## src/dsap_pkg.sv

```systemverilog
package dsap_pkg;
   // Transfer size encodings
   localparam logic [1:0] SIZE_LONG = 2'h0;
   localparam logic [1:0] SIZE_BYTE = 2'h1;
   localparam logic [1:0] SIZE_WORD = 2'h2;
   localparam logic [1:0] SIZE_LINE = 2'h3;
   // Port width encodings
   localparam logic [1:0] PORT_8    = 2'h0;
   localparam logic [1:0] PORT_16   = 2'h1;
   localparam logic [1:0] PORT_32   = 2'h2;
   // Address pin counts
   localparam int DEDICATED_ADDR = 24;
   localparam int EXTRA_ADDR     = 4;
   localparam int PIN_ADDR       = DEDICATED_ADDR + EXTRA_ADDR;
   // Timing field widths and reset values
   localparam int TIMING_W = 3;
   localparam logic [2:0] TIMING_RST = 3'h0;
   localparam logic [3:0] STROBES_IDLE = 4'hf;
   localparam logic [1:0] RAS_IDLE = 2'h3;
endpackage

```

## src/dsap_cas_decode.sv

```systemverilog
`timescale 1ns/100ps
// Byte lane strobe selection; output is active high (1 = assert lane)
module dsap_cas_decode
(
   // Transfer description
   input  wire logic [1:0] op_size,
   input  wire logic [1:0] port_width,
   input  wire logic [1:0] addr_low,
   // Lane enables, bit 0 is the top byte lane
   output logic      [3:0] lane_en
);
   // Lookup across port width, size and low address
   always_comb
   begin
      lane_en = 4'h0;
      case (port_width)
         dsap_pkg::PORT_8:
            lane_en = 4'h1;
         dsap_pkg::PORT_16:
            if (op_size == dsap_pkg::SIZE_BYTE)
               lane_en = addr_low[0] ? 4'h2 : 4'h1;
            else
               lane_en = 4'h3;
         dsap_pkg::PORT_32:
            case (op_size)
               dsap_pkg::SIZE_BYTE:
                  lane_en = 4'(4'h1 << addr_low);
               dsap_pkg::SIZE_WORD:
                  lane_en = addr_low[1] ? 4'hc : 4'h3;
               default:
                  lane_en = 4'hf;
            endcase
         default:
            lane_en = 4'h0;  // Unused code selects no lanes
      endcase
   end
endmodule

```

## src/dsap_pins.sv

```systemverilog
`timescale 1ns/100ps
module dsap_pins
#(
   parameter int ADDR_W = 28
)
(
   // Clock and reset
   input  wire logic              ref_clk,
   input  wire logic              sys_rst,
   // Transfer request from the bus controller
   input  wire logic              xfer_start,
   input  wire logic              xfer_write,
   input  wire logic              xfer_ext_master,
   input  wire logic              xfer_bank,
   input  wire logic [1:0]        op_size,
   input  wire logic [1:0]        port_width,
   input  wire logic [ADDR_W-1:0] row_addr,
   input  wire logic [ADDR_W-1:0] col_addr,
   input  wire logic [ADDR_W-1:0] bus_addr,
   input  wire logic              refresh_start,
   // Configuration
   input  wire logic [2:0]        ras_to_cas_wait,
   input  wire logic [2:0]        cas_width_wait,
   input  wire logic              ext_master_addr_mux_enable,
   input  wire logic [3:0]        upper_addr_pin_enable,
   // Status
   output logic                   busy,
   output logic                   xfer_done,
   // DRAM pins
   output logic [1:0]             ras_n,
   output logic [3:0]             cas_n,
   output logic                   dram_write_strobe_n,
   output logic [1:0]             transfer_size,
   output logic [ADDR_W-1:0]      addr_out,
   output logic [ADDR_W-1:0]      addr_oe
);
   typedef enum logic [2:0]
   {
      ST_IDLE = 3'b000,
      ST_ROW  = 3'b001,
      ST_COL  = 3'b010,
      ST_REF  = 3'b011,
      ST_REFR = 3'b100
   } dsap_state_t;

   dsap_state_t           state;
   logic [2:0]            wait_cnt;
   logic                  cur_write;
   logic                  cur_mux;
   logic                  cur_bank;
   logic [1:0]            cur_size;
   logic [1:0]            cur_port;
   logic [ADDR_W-1:0]     cur_row;
   logic [ADDR_W-1:0]     cur_col;
   logic [ADDR_W-1:0]     cur_flat;
   logic [3:0]            lane_en;
   logic [ADDR_W-1:0]     pin_is_addr;
   logic [ADDR_W-1:0]     next_addr;

   dsap_cas_decode u_dec
   (
      .op_size    (cur_size),
      .port_width (cur_port),
      .addr_low   (cur_flat[1:0]),
      .lane_en    (lane_en)
   );

   // Capture transfer attributes; the strobe decoder sees stable values
   always_ff @(posedge ref_clk)
   begin
      if (sys_rst)
      begin
         cur_write <= 1'b0;
         cur_mux   <= 1'b0;
         cur_bank  <= 1'b0;
         cur_size  <= dsap_pkg::SIZE_LONG;
         cur_port  <= dsap_pkg::PORT_32;
         cur_row   <= '0;
         cur_col   <= '0;
         cur_flat  <= '0;
      end
      else if (state == ST_IDLE && !refresh_start && xfer_start)
      begin
         cur_write <= xfer_write;
         // Internal core always muxes; external only when enabled
         cur_mux   <= !xfer_ext_master
                      || ext_master_addr_mux_enable;
         cur_bank  <= xfer_bank;
         cur_size  <= op_size;
         cur_port  <= port_width;
         cur_row   <= row_addr;
         cur_col   <= col_addr;
         cur_flat  <= bus_addr;
      end
   end

   // Sequencer; refresh wins over a transfer arriving the same cycle
   always_ff @(posedge ref_clk)
   begin
      if (sys_rst)
      begin
         state    <= ST_IDLE;
         wait_cnt <= dsap_pkg::TIMING_RST;
      end
      else
      begin
         case (state)
            ST_IDLE:
               if (refresh_start)
               begin
                  state    <= ST_REF;
                  wait_cnt <= ras_to_cas_wait;
               end
               else if (xfer_start)
               begin
                  state    <= ST_ROW;
                  wait_cnt <= ras_to_cas_wait;
               end
            ST_ROW, ST_REF:
               if (wait_cnt != 3'h0)
                  wait_cnt <= wait_cnt - 3'h1;
               else
               begin
                  state    <= (state == ST_ROW) ? ST_COL : ST_REFR;
                  wait_cnt <= cas_width_wait;
               end
            ST_COL, ST_REFR:
               if (wait_cnt != 3'h0)
                  wait_cnt <= wait_cnt - 3'h1;
               else
                  state <= ST_IDLE;
            default:
               state <= ST_IDLE;
         endcase
      end
   end

   assign busy      = (state != ST_IDLE);
   assign xfer_done = (state == ST_COL) && (wait_cnt == 3'h0);

   // Strobes registered so pins never glitch
   always_ff @(posedge ref_clk)
   begin
      if (sys_rst)
      begin
         ras_n               <= dsap_pkg::RAS_IDLE;
         cas_n               <= dsap_pkg::STROBES_IDLE;
         dram_write_strobe_n <= 1'b1;
         transfer_size       <= dsap_pkg::SIZE_LONG;
      end
      else
      begin
         case (state)
            ST_ROW:
            begin
               ras_n <= cur_bank ? 2'h1 : 2'h2;
               cas_n <= dsap_pkg::STROBES_IDLE;
               dram_write_strobe_n <= !cur_write;
               transfer_size <= cur_size;
            end
            ST_COL:
            begin
               ras_n <= cur_bank ? 2'h1 : 2'h2;
               cas_n <= ~lane_en;
               dram_write_strobe_n <= !cur_write;
               transfer_size <= cur_size;
            end
            ST_REF:
            begin
               // CAS before RAS refresh of both banks
               ras_n <= dsap_pkg::RAS_IDLE;
               cas_n <= 4'h0;
               dram_write_strobe_n <= 1'b1;
            end
            ST_REFR:
            begin
               ras_n <= 2'h0;
               cas_n <= 4'h0;
               dram_write_strobe_n <= 1'b1;
            end
            default:
            begin
               ras_n               <= dsap_pkg::RAS_IDLE;
               cas_n               <= dsap_pkg::STROBES_IDLE;
               dram_write_strobe_n <= 1'b1;
            end
         endcase
      end
   end

   // Dedicated pins always address; upper four only when selected
   always_comb
   begin
      pin_is_addr = '1;
      pin_is_addr[ADDR_W-1:dsap_pkg::DEDICATED_ADDR] =
         upper_addr_pin_enable;
   end

   // Row then column, or flat address when not multiplexing
   always_comb
   begin
      next_addr = cur_flat;
      if (cur_mux && state == ST_ROW)
         next_addr = cur_row;
      else if (cur_mux && state == ST_COL)
         next_addr = cur_col;
   end

   always_ff @(posedge ref_clk)
   begin
      if (sys_rst)
      begin
         addr_out <= '0;
         addr_oe  <= '0;
      end
      else
      begin
         addr_out <= next_addr & pin_is_addr;
         addr_oe  <= (state == ST_ROW || state == ST_COL) ?
                     pin_is_addr : '0;
      end
   end

   a_refresh_no_write: assert property (
      @(posedge ref_clk) disable iff (sys_rst)
      $past(state) inside {ST_REF, ST_REFR} |-> dram_write_strobe_n)
      else $error("write strobe asserted in refresh");
   a_one_bank_ras: assert property (
      @(posedge ref_clk) disable iff (sys_rst)
      $past(state) inside {ST_ROW, ST_COL} |-> ras_n[$past(cur_bank)] == 1'b0
      && ras_n[!$past(cur_bank)] == 1'b1)
      else $error("wrong bank row strobe");
   a_port8_cas: assert property (
      @(posedge ref_clk) disable iff (sys_rst)
      ($past(state) == ST_COL && $past(cur_port) == dsap_pkg::PORT_8)
      |-> cas_n == 4'he)
      else $error("8-bit port strobes wrong");
   a_port32_long: assert property (
      @(posedge ref_clk) disable iff (sys_rst)
      ($past(state) == ST_COL && $past(cur_port) == dsap_pkg::PORT_32 &&
      $past(cur_size) == dsap_pkg::SIZE_LONG) |-> cas_n == 4'h0)
      else $error("32-bit long strobes wrong");
   a_port16_word: assert property (
      @(posedge ref_clk) disable iff (sys_rst)
      ($past(state) == ST_COL && $past(cur_port) == dsap_pkg::PORT_16 &&
      $past(cur_size) != dsap_pkg::SIZE_BYTE) |-> cas_n == 4'hc)
      else $error("16-bit wide strobes wrong");
   a_write_follows: assert property (
      @(posedge ref_clk) disable iff (sys_rst)
      $past(state) == ST_COL |->
      dram_write_strobe_n == !$past(cur_write))
      else $error("write strobe mismatch");
   a_size_match: assert property (
      @(posedge ref_clk) disable iff (sys_rst)
      $past(state) == ST_COL |-> transfer_size == $past(cur_size))
      else $error("transfer size mismatch");
   a_pin_gate: assert property (
      @(posedge ref_clk) disable iff (sys_rst)
      ((addr_out | addr_oe) & ~$past(pin_is_addr)) == '0)
      else $error("address on non-address pin");
   a_cas_idle_row: assert property (
      @(posedge ref_clk) disable iff (sys_rst)
      $past(state) == ST_ROW |-> cas_n == 4'hf)
      else $error("column strobe before column phase");
endmodule

```

## config.mk

```make
export PLATFORM = sky130hd
export DESIGN_NAME = dsap_pins
export DESIGN_NICKNAME = d
export VERILOG_FILES = /design/src/dsap_pkg.sv /design/src/dsap_cas_decode.sv /design/src/dsap_pins.sv
export SDC_FILE = /design/constraint.sdc
export NUM_CORES = 1
export LEC_CHECK = 0
export ABC_CLOCK_PERIOD_IN_PS = 2300
export BUFFER_PORTS_ARGS = -buffer_cell sky130_fd_sc_hd__buf_4
export CORE_MARGIN = 2
export CORE_UTILIZATION = 52
export DETAILED_ROUTE_END_ITERATION = 16
export PLACE_DENSITY_LB_ADDON = 0.25
export RECOVER_POWER = 25
export SYNTH_ARGS = -nofsm -noshare
export SYNTH_HDL_FRONTEND = slang
export SYNTH_SLANG_ARGS = --single-unit
```

## constraint.sdc

```tcl
create_clock -name ref_clk -period 2.3 [get_ports ref_clk]
set_clock_uncertainty 0.1 [all_clocks]
set_input_delay 0.46 -clock ref_clk [delete_from_list [all_inputs] [get_ports ref_clk]]
set_output_delay 0.46 -clock ref_clk [all_outputs]
set_load 0.005 [all_outputs]
```

==> impl_metrics.py <==
metrics = {
    "logic_synthesis": {
        "netlist_instances": 693,
        "ys_ff_latch": 139,
        "synthMuxAreaShare_pct": 4.826,
        "syn_nets": 804,
        "synthXorXnorAreaFrac_pct": 0.1408,
        "synth_cell_types": 48,
        "synth_fa_ha_area_share_pct": 1.005,
        "synth.area.top_cells": "dfxtp_1 (45%), a21oi_2 (13%), nand2_1 (10%)",
        "synth_top_area_cell": "dfxtp_1",
        "synth_ff_type": "dfxtp_1",
        "synth_top_family_by_area": "compound AO/OA/AOI/OAI gates",
        "async_flop_share_pct": 0,
        "yosysWarnings": 0,
        "synth_edf_count": 0,
        "synth-compound-area-share_pct": 19.95,
        "synth-simple-area-share_pct": 19.57,
        "synth_area_um2": 6222,
        "synth_top_area_share_pct": 44.72,
        "postSynthAreaPerCell_um2": 8.979,
        "seq_area_frac_synth_pct": 44.72,
    },
    "pwr": {
        "pwr-share-comb_pct": 24.9,
        "power.density_nw_per_um2": 959.1,
        "p_seq_share_pct": 38.0,
        "p_switching_mw": 2.193,
        "p_clk_share_pct": 37.1,
        "intPower_mw": 5.395,
        "swShare_pct": 28.90,
        "ir_worst_vdd_mv": 0.5440,
        "p_leak_nw": 3.076,
    },
    "grt": {
        "grt_max_degree": 66,
        "grt_usage_pct": 22.85,
        "antenna_found_initial": 0,
        "grt_overflow": 0,
        "grt_pass1_wl_um": 23410,
        "grt_pass1_vias": 5005,
    },
    "route": {
        "vias": 5076,
        "drt-total-wl_um": 14170,
        "dr.pass1.iters": 4,
        "via_per_inst": 5.164,
        "detail-route-antenna-nets": 0,
        "drtIter0Drc": 343,
        "routedWlPerCell_um": 14.42,
        "drc_errors": 0,
    },
    "placed_design": {
        "numPortBuffers": 172,
        "dpl.hpwl_um": 9733,
        "gp_congestion": 0.8369,
        "dpl_worst_slack_ns": 0.3231,
    },
    "clocking": {
        "post-cts-setup-buffers": 0,
        "clock-root-buffer": "clkbuf_16",
        "cts_max_path_buffers": 2,
        "cts_resized": 0,
        "clkSinkCount": 139,
        "cts_hold_buf": 0,
        "cts_buffers": 17,
        "clk_latency_ns": 0.41,
        "clk_pin_slew_ns": 0.06,
        "cts_tree": "done",
        "cts_max_level": 4,
    },
    "sta": {
        "slew_viol_final": 0,
        "slew-limit-headroom_pct": 55.26,
        "tightest_slew_ns": 0.6702,
        "rsz0062_at_grt": "no",
        "fin_ws_ns": 0.1615,
        "fin_crit_sh_pct": 92.98,
        "setup_viol": 0,
        "holdWs_ns": 0.1700,
        "finalHoldViolations": 0,
        "finalSetupTns_ns": 0,
        "max_freq_mhz": 467.6,
        "min_period_ns": 2.138,
    },
    "setup_path": {
        "cp_max_fo": 7,
        "max_stage_delay_ns": 0.48,
        "cp.arrival_ns": 1.58,
        "endpoint_kind": "output port",
        "cp-start-kind": "flop",
        "worst_ep_required_time_ns": 1.74,
        "crit_chain": "nor2b_1 > nand2b_1 > nor2_1 > buf_4",
        "cp_slowest_cell": "dfxtp_1",
        "worstSetupPathType": "flop to output port",
    },
    "die": {
        "die_width_um": 113.4,
        "dieHeight_um": 113.4,
        "ioPinCount": 173,
        "dieArea_um2": 12860,
        "rows": 39,
        "start_util_pct": 53.80,
        "fp.coreArea_um2": 11560,
    },
    "cells_and_area": {
        "area_delta_synth_final_pct": 27.15,
        "diodes": 0,
        "mostFrequentLayoutCell": "nand2_1",
        "multi_input_area_um2": 2828,
        "num-fill-cells": 932,
        "fin_nets": 938,
        "seq_area_um2": 2783,
        "drive_gt1_share_pct": 39.76,
        "final_cell_mix": "nand2_1 (173), buf_4 (141), dfxtp_1 (139), a21oi_2 (89), nor2_1 (47)",
    },
    "run": {
        "drv_cap": 0,
    },
    "status": {
        "status": "completed",
    },
    "min_path": {
        "hold_path.class": "input pin to flop",
    },
}
critical path, delay by kind of cell, from the launching register on:
kind,cells,cell delay [ns]
and+or+nand+nor,3,0.56
DFF,1,0.48
buffers and inverters,1,0.12
cell usage after synthesis (3+ instances only):
master / count
nand2_1: 174
dfxtp_1: 139
a21oi_2: 89
nor2_1: 47
mux2i_1: 30
a211oi_1: 29
clkbuf_1: 27
buf_4: 24
nand2_2: 20
a21oi_1: 12
nand2b_1: 12
buf_12: 11
o21ai_0: 11
buf_2: 8
inv_1: 8
ha_1: 5
nor2b_1: 5
nand3b_1: 4
a221oi_1: 3
nand3_1: 3
power groups by stage:
stage / clock network (mW) / registers (mW) / logic, mW
finish: 2.81 / 2.88 / 1.89
global route: 2.97 / 2.92 / 2.09
CTS: 2.85 / 2.89 / 1.92
detailed placement: 0 / 2.94 / 1.90
global placement: 0 / 2.92 / 1.87
floorplan: 0 / 2.89 / 1.46
flip-flops by register name (all words and copies together), names as in the netlist:
| register | flops |
|---|---|
| addr_oe | 5 |
| addr_out | 28 |
| cas_n | 4 |
| cur_bank | 1 |
| cur_col | 28 |
| cur_flat | 28 |
| cur_mux | 1 |
| cur_port | 2 |
| cur_row | 28 |
| cur_size | 2 |
| cur_write | 1 |
| dram_write_strobe_n | 1 |
| ras_n | 2 |
| state | 3 |
| transfer_size | 2 |
| wait_cnt | 3 |
kinds of logic (layout without fill, tap and decap cells):
kind of cell / Yosys count / after routing
flops: 139 / 139
buf+inv: 82 / 229
fa+ha+maj: 5 / 5
xor+xnor: 1 / 1
mux: 30 / 30
compound gates: 158 / 158
simple gates: 278 / 278
path summary, 6_finish.rpt:
check	depth (start not counted)	from	endpoint	slack, ns
worst max-delay path	4	state[1]$_SDFFE_PP0P_	xfer_done	0.16
worst min-delay path	3	port_width[1]	cur_port[1]$_SDFFE_PP1P_	0.17
worst max register to register	7	state[1]$_SDFFE_PP0P_	cur_row[14]$_SDFFE_PP0P_	0.25
worst min register to register	1	cur_write$_SDFFE_PP0P_	dram_write_strobe_n$_SDFF_PP1_	0.29
stage by stage:
step	util, %	cell area (µm²)	cells	power, mW
after global routing	68.41	7911	983	7.985
after detailed placement	63.17	7306	951	4.838
after CTS	68.55	7928	983	7.658
after floorplan	-	6222	693	4.348
final	68.41	7911	983	7.588
after global placement	63.17	7306	951	4.792
cell type report:
| type | instances | area share (%) |
|---|---|---|
| clock inverter | 11 | 1.787 |
| tap | 143 | 2.262 |
| clock buffer | 21 | 6.073 |
| multi-input combinational | 472 | 35.74 |
| timing repair buffer | 188 | 18.54 |
| sequential | 139 | 35.17 |
| inverter | 9 | 0.4270 |
metal layers:
layer	global-route usage [%]	vias up	share of wire (%)
met1	28.62	2356	45
met4	8.618	0	1.1
li1	-	2551	-
met3	6.217	12	5.6
met2	37.80	157	49
met5	0	-	0
Power figures use the tool's default switching activity.
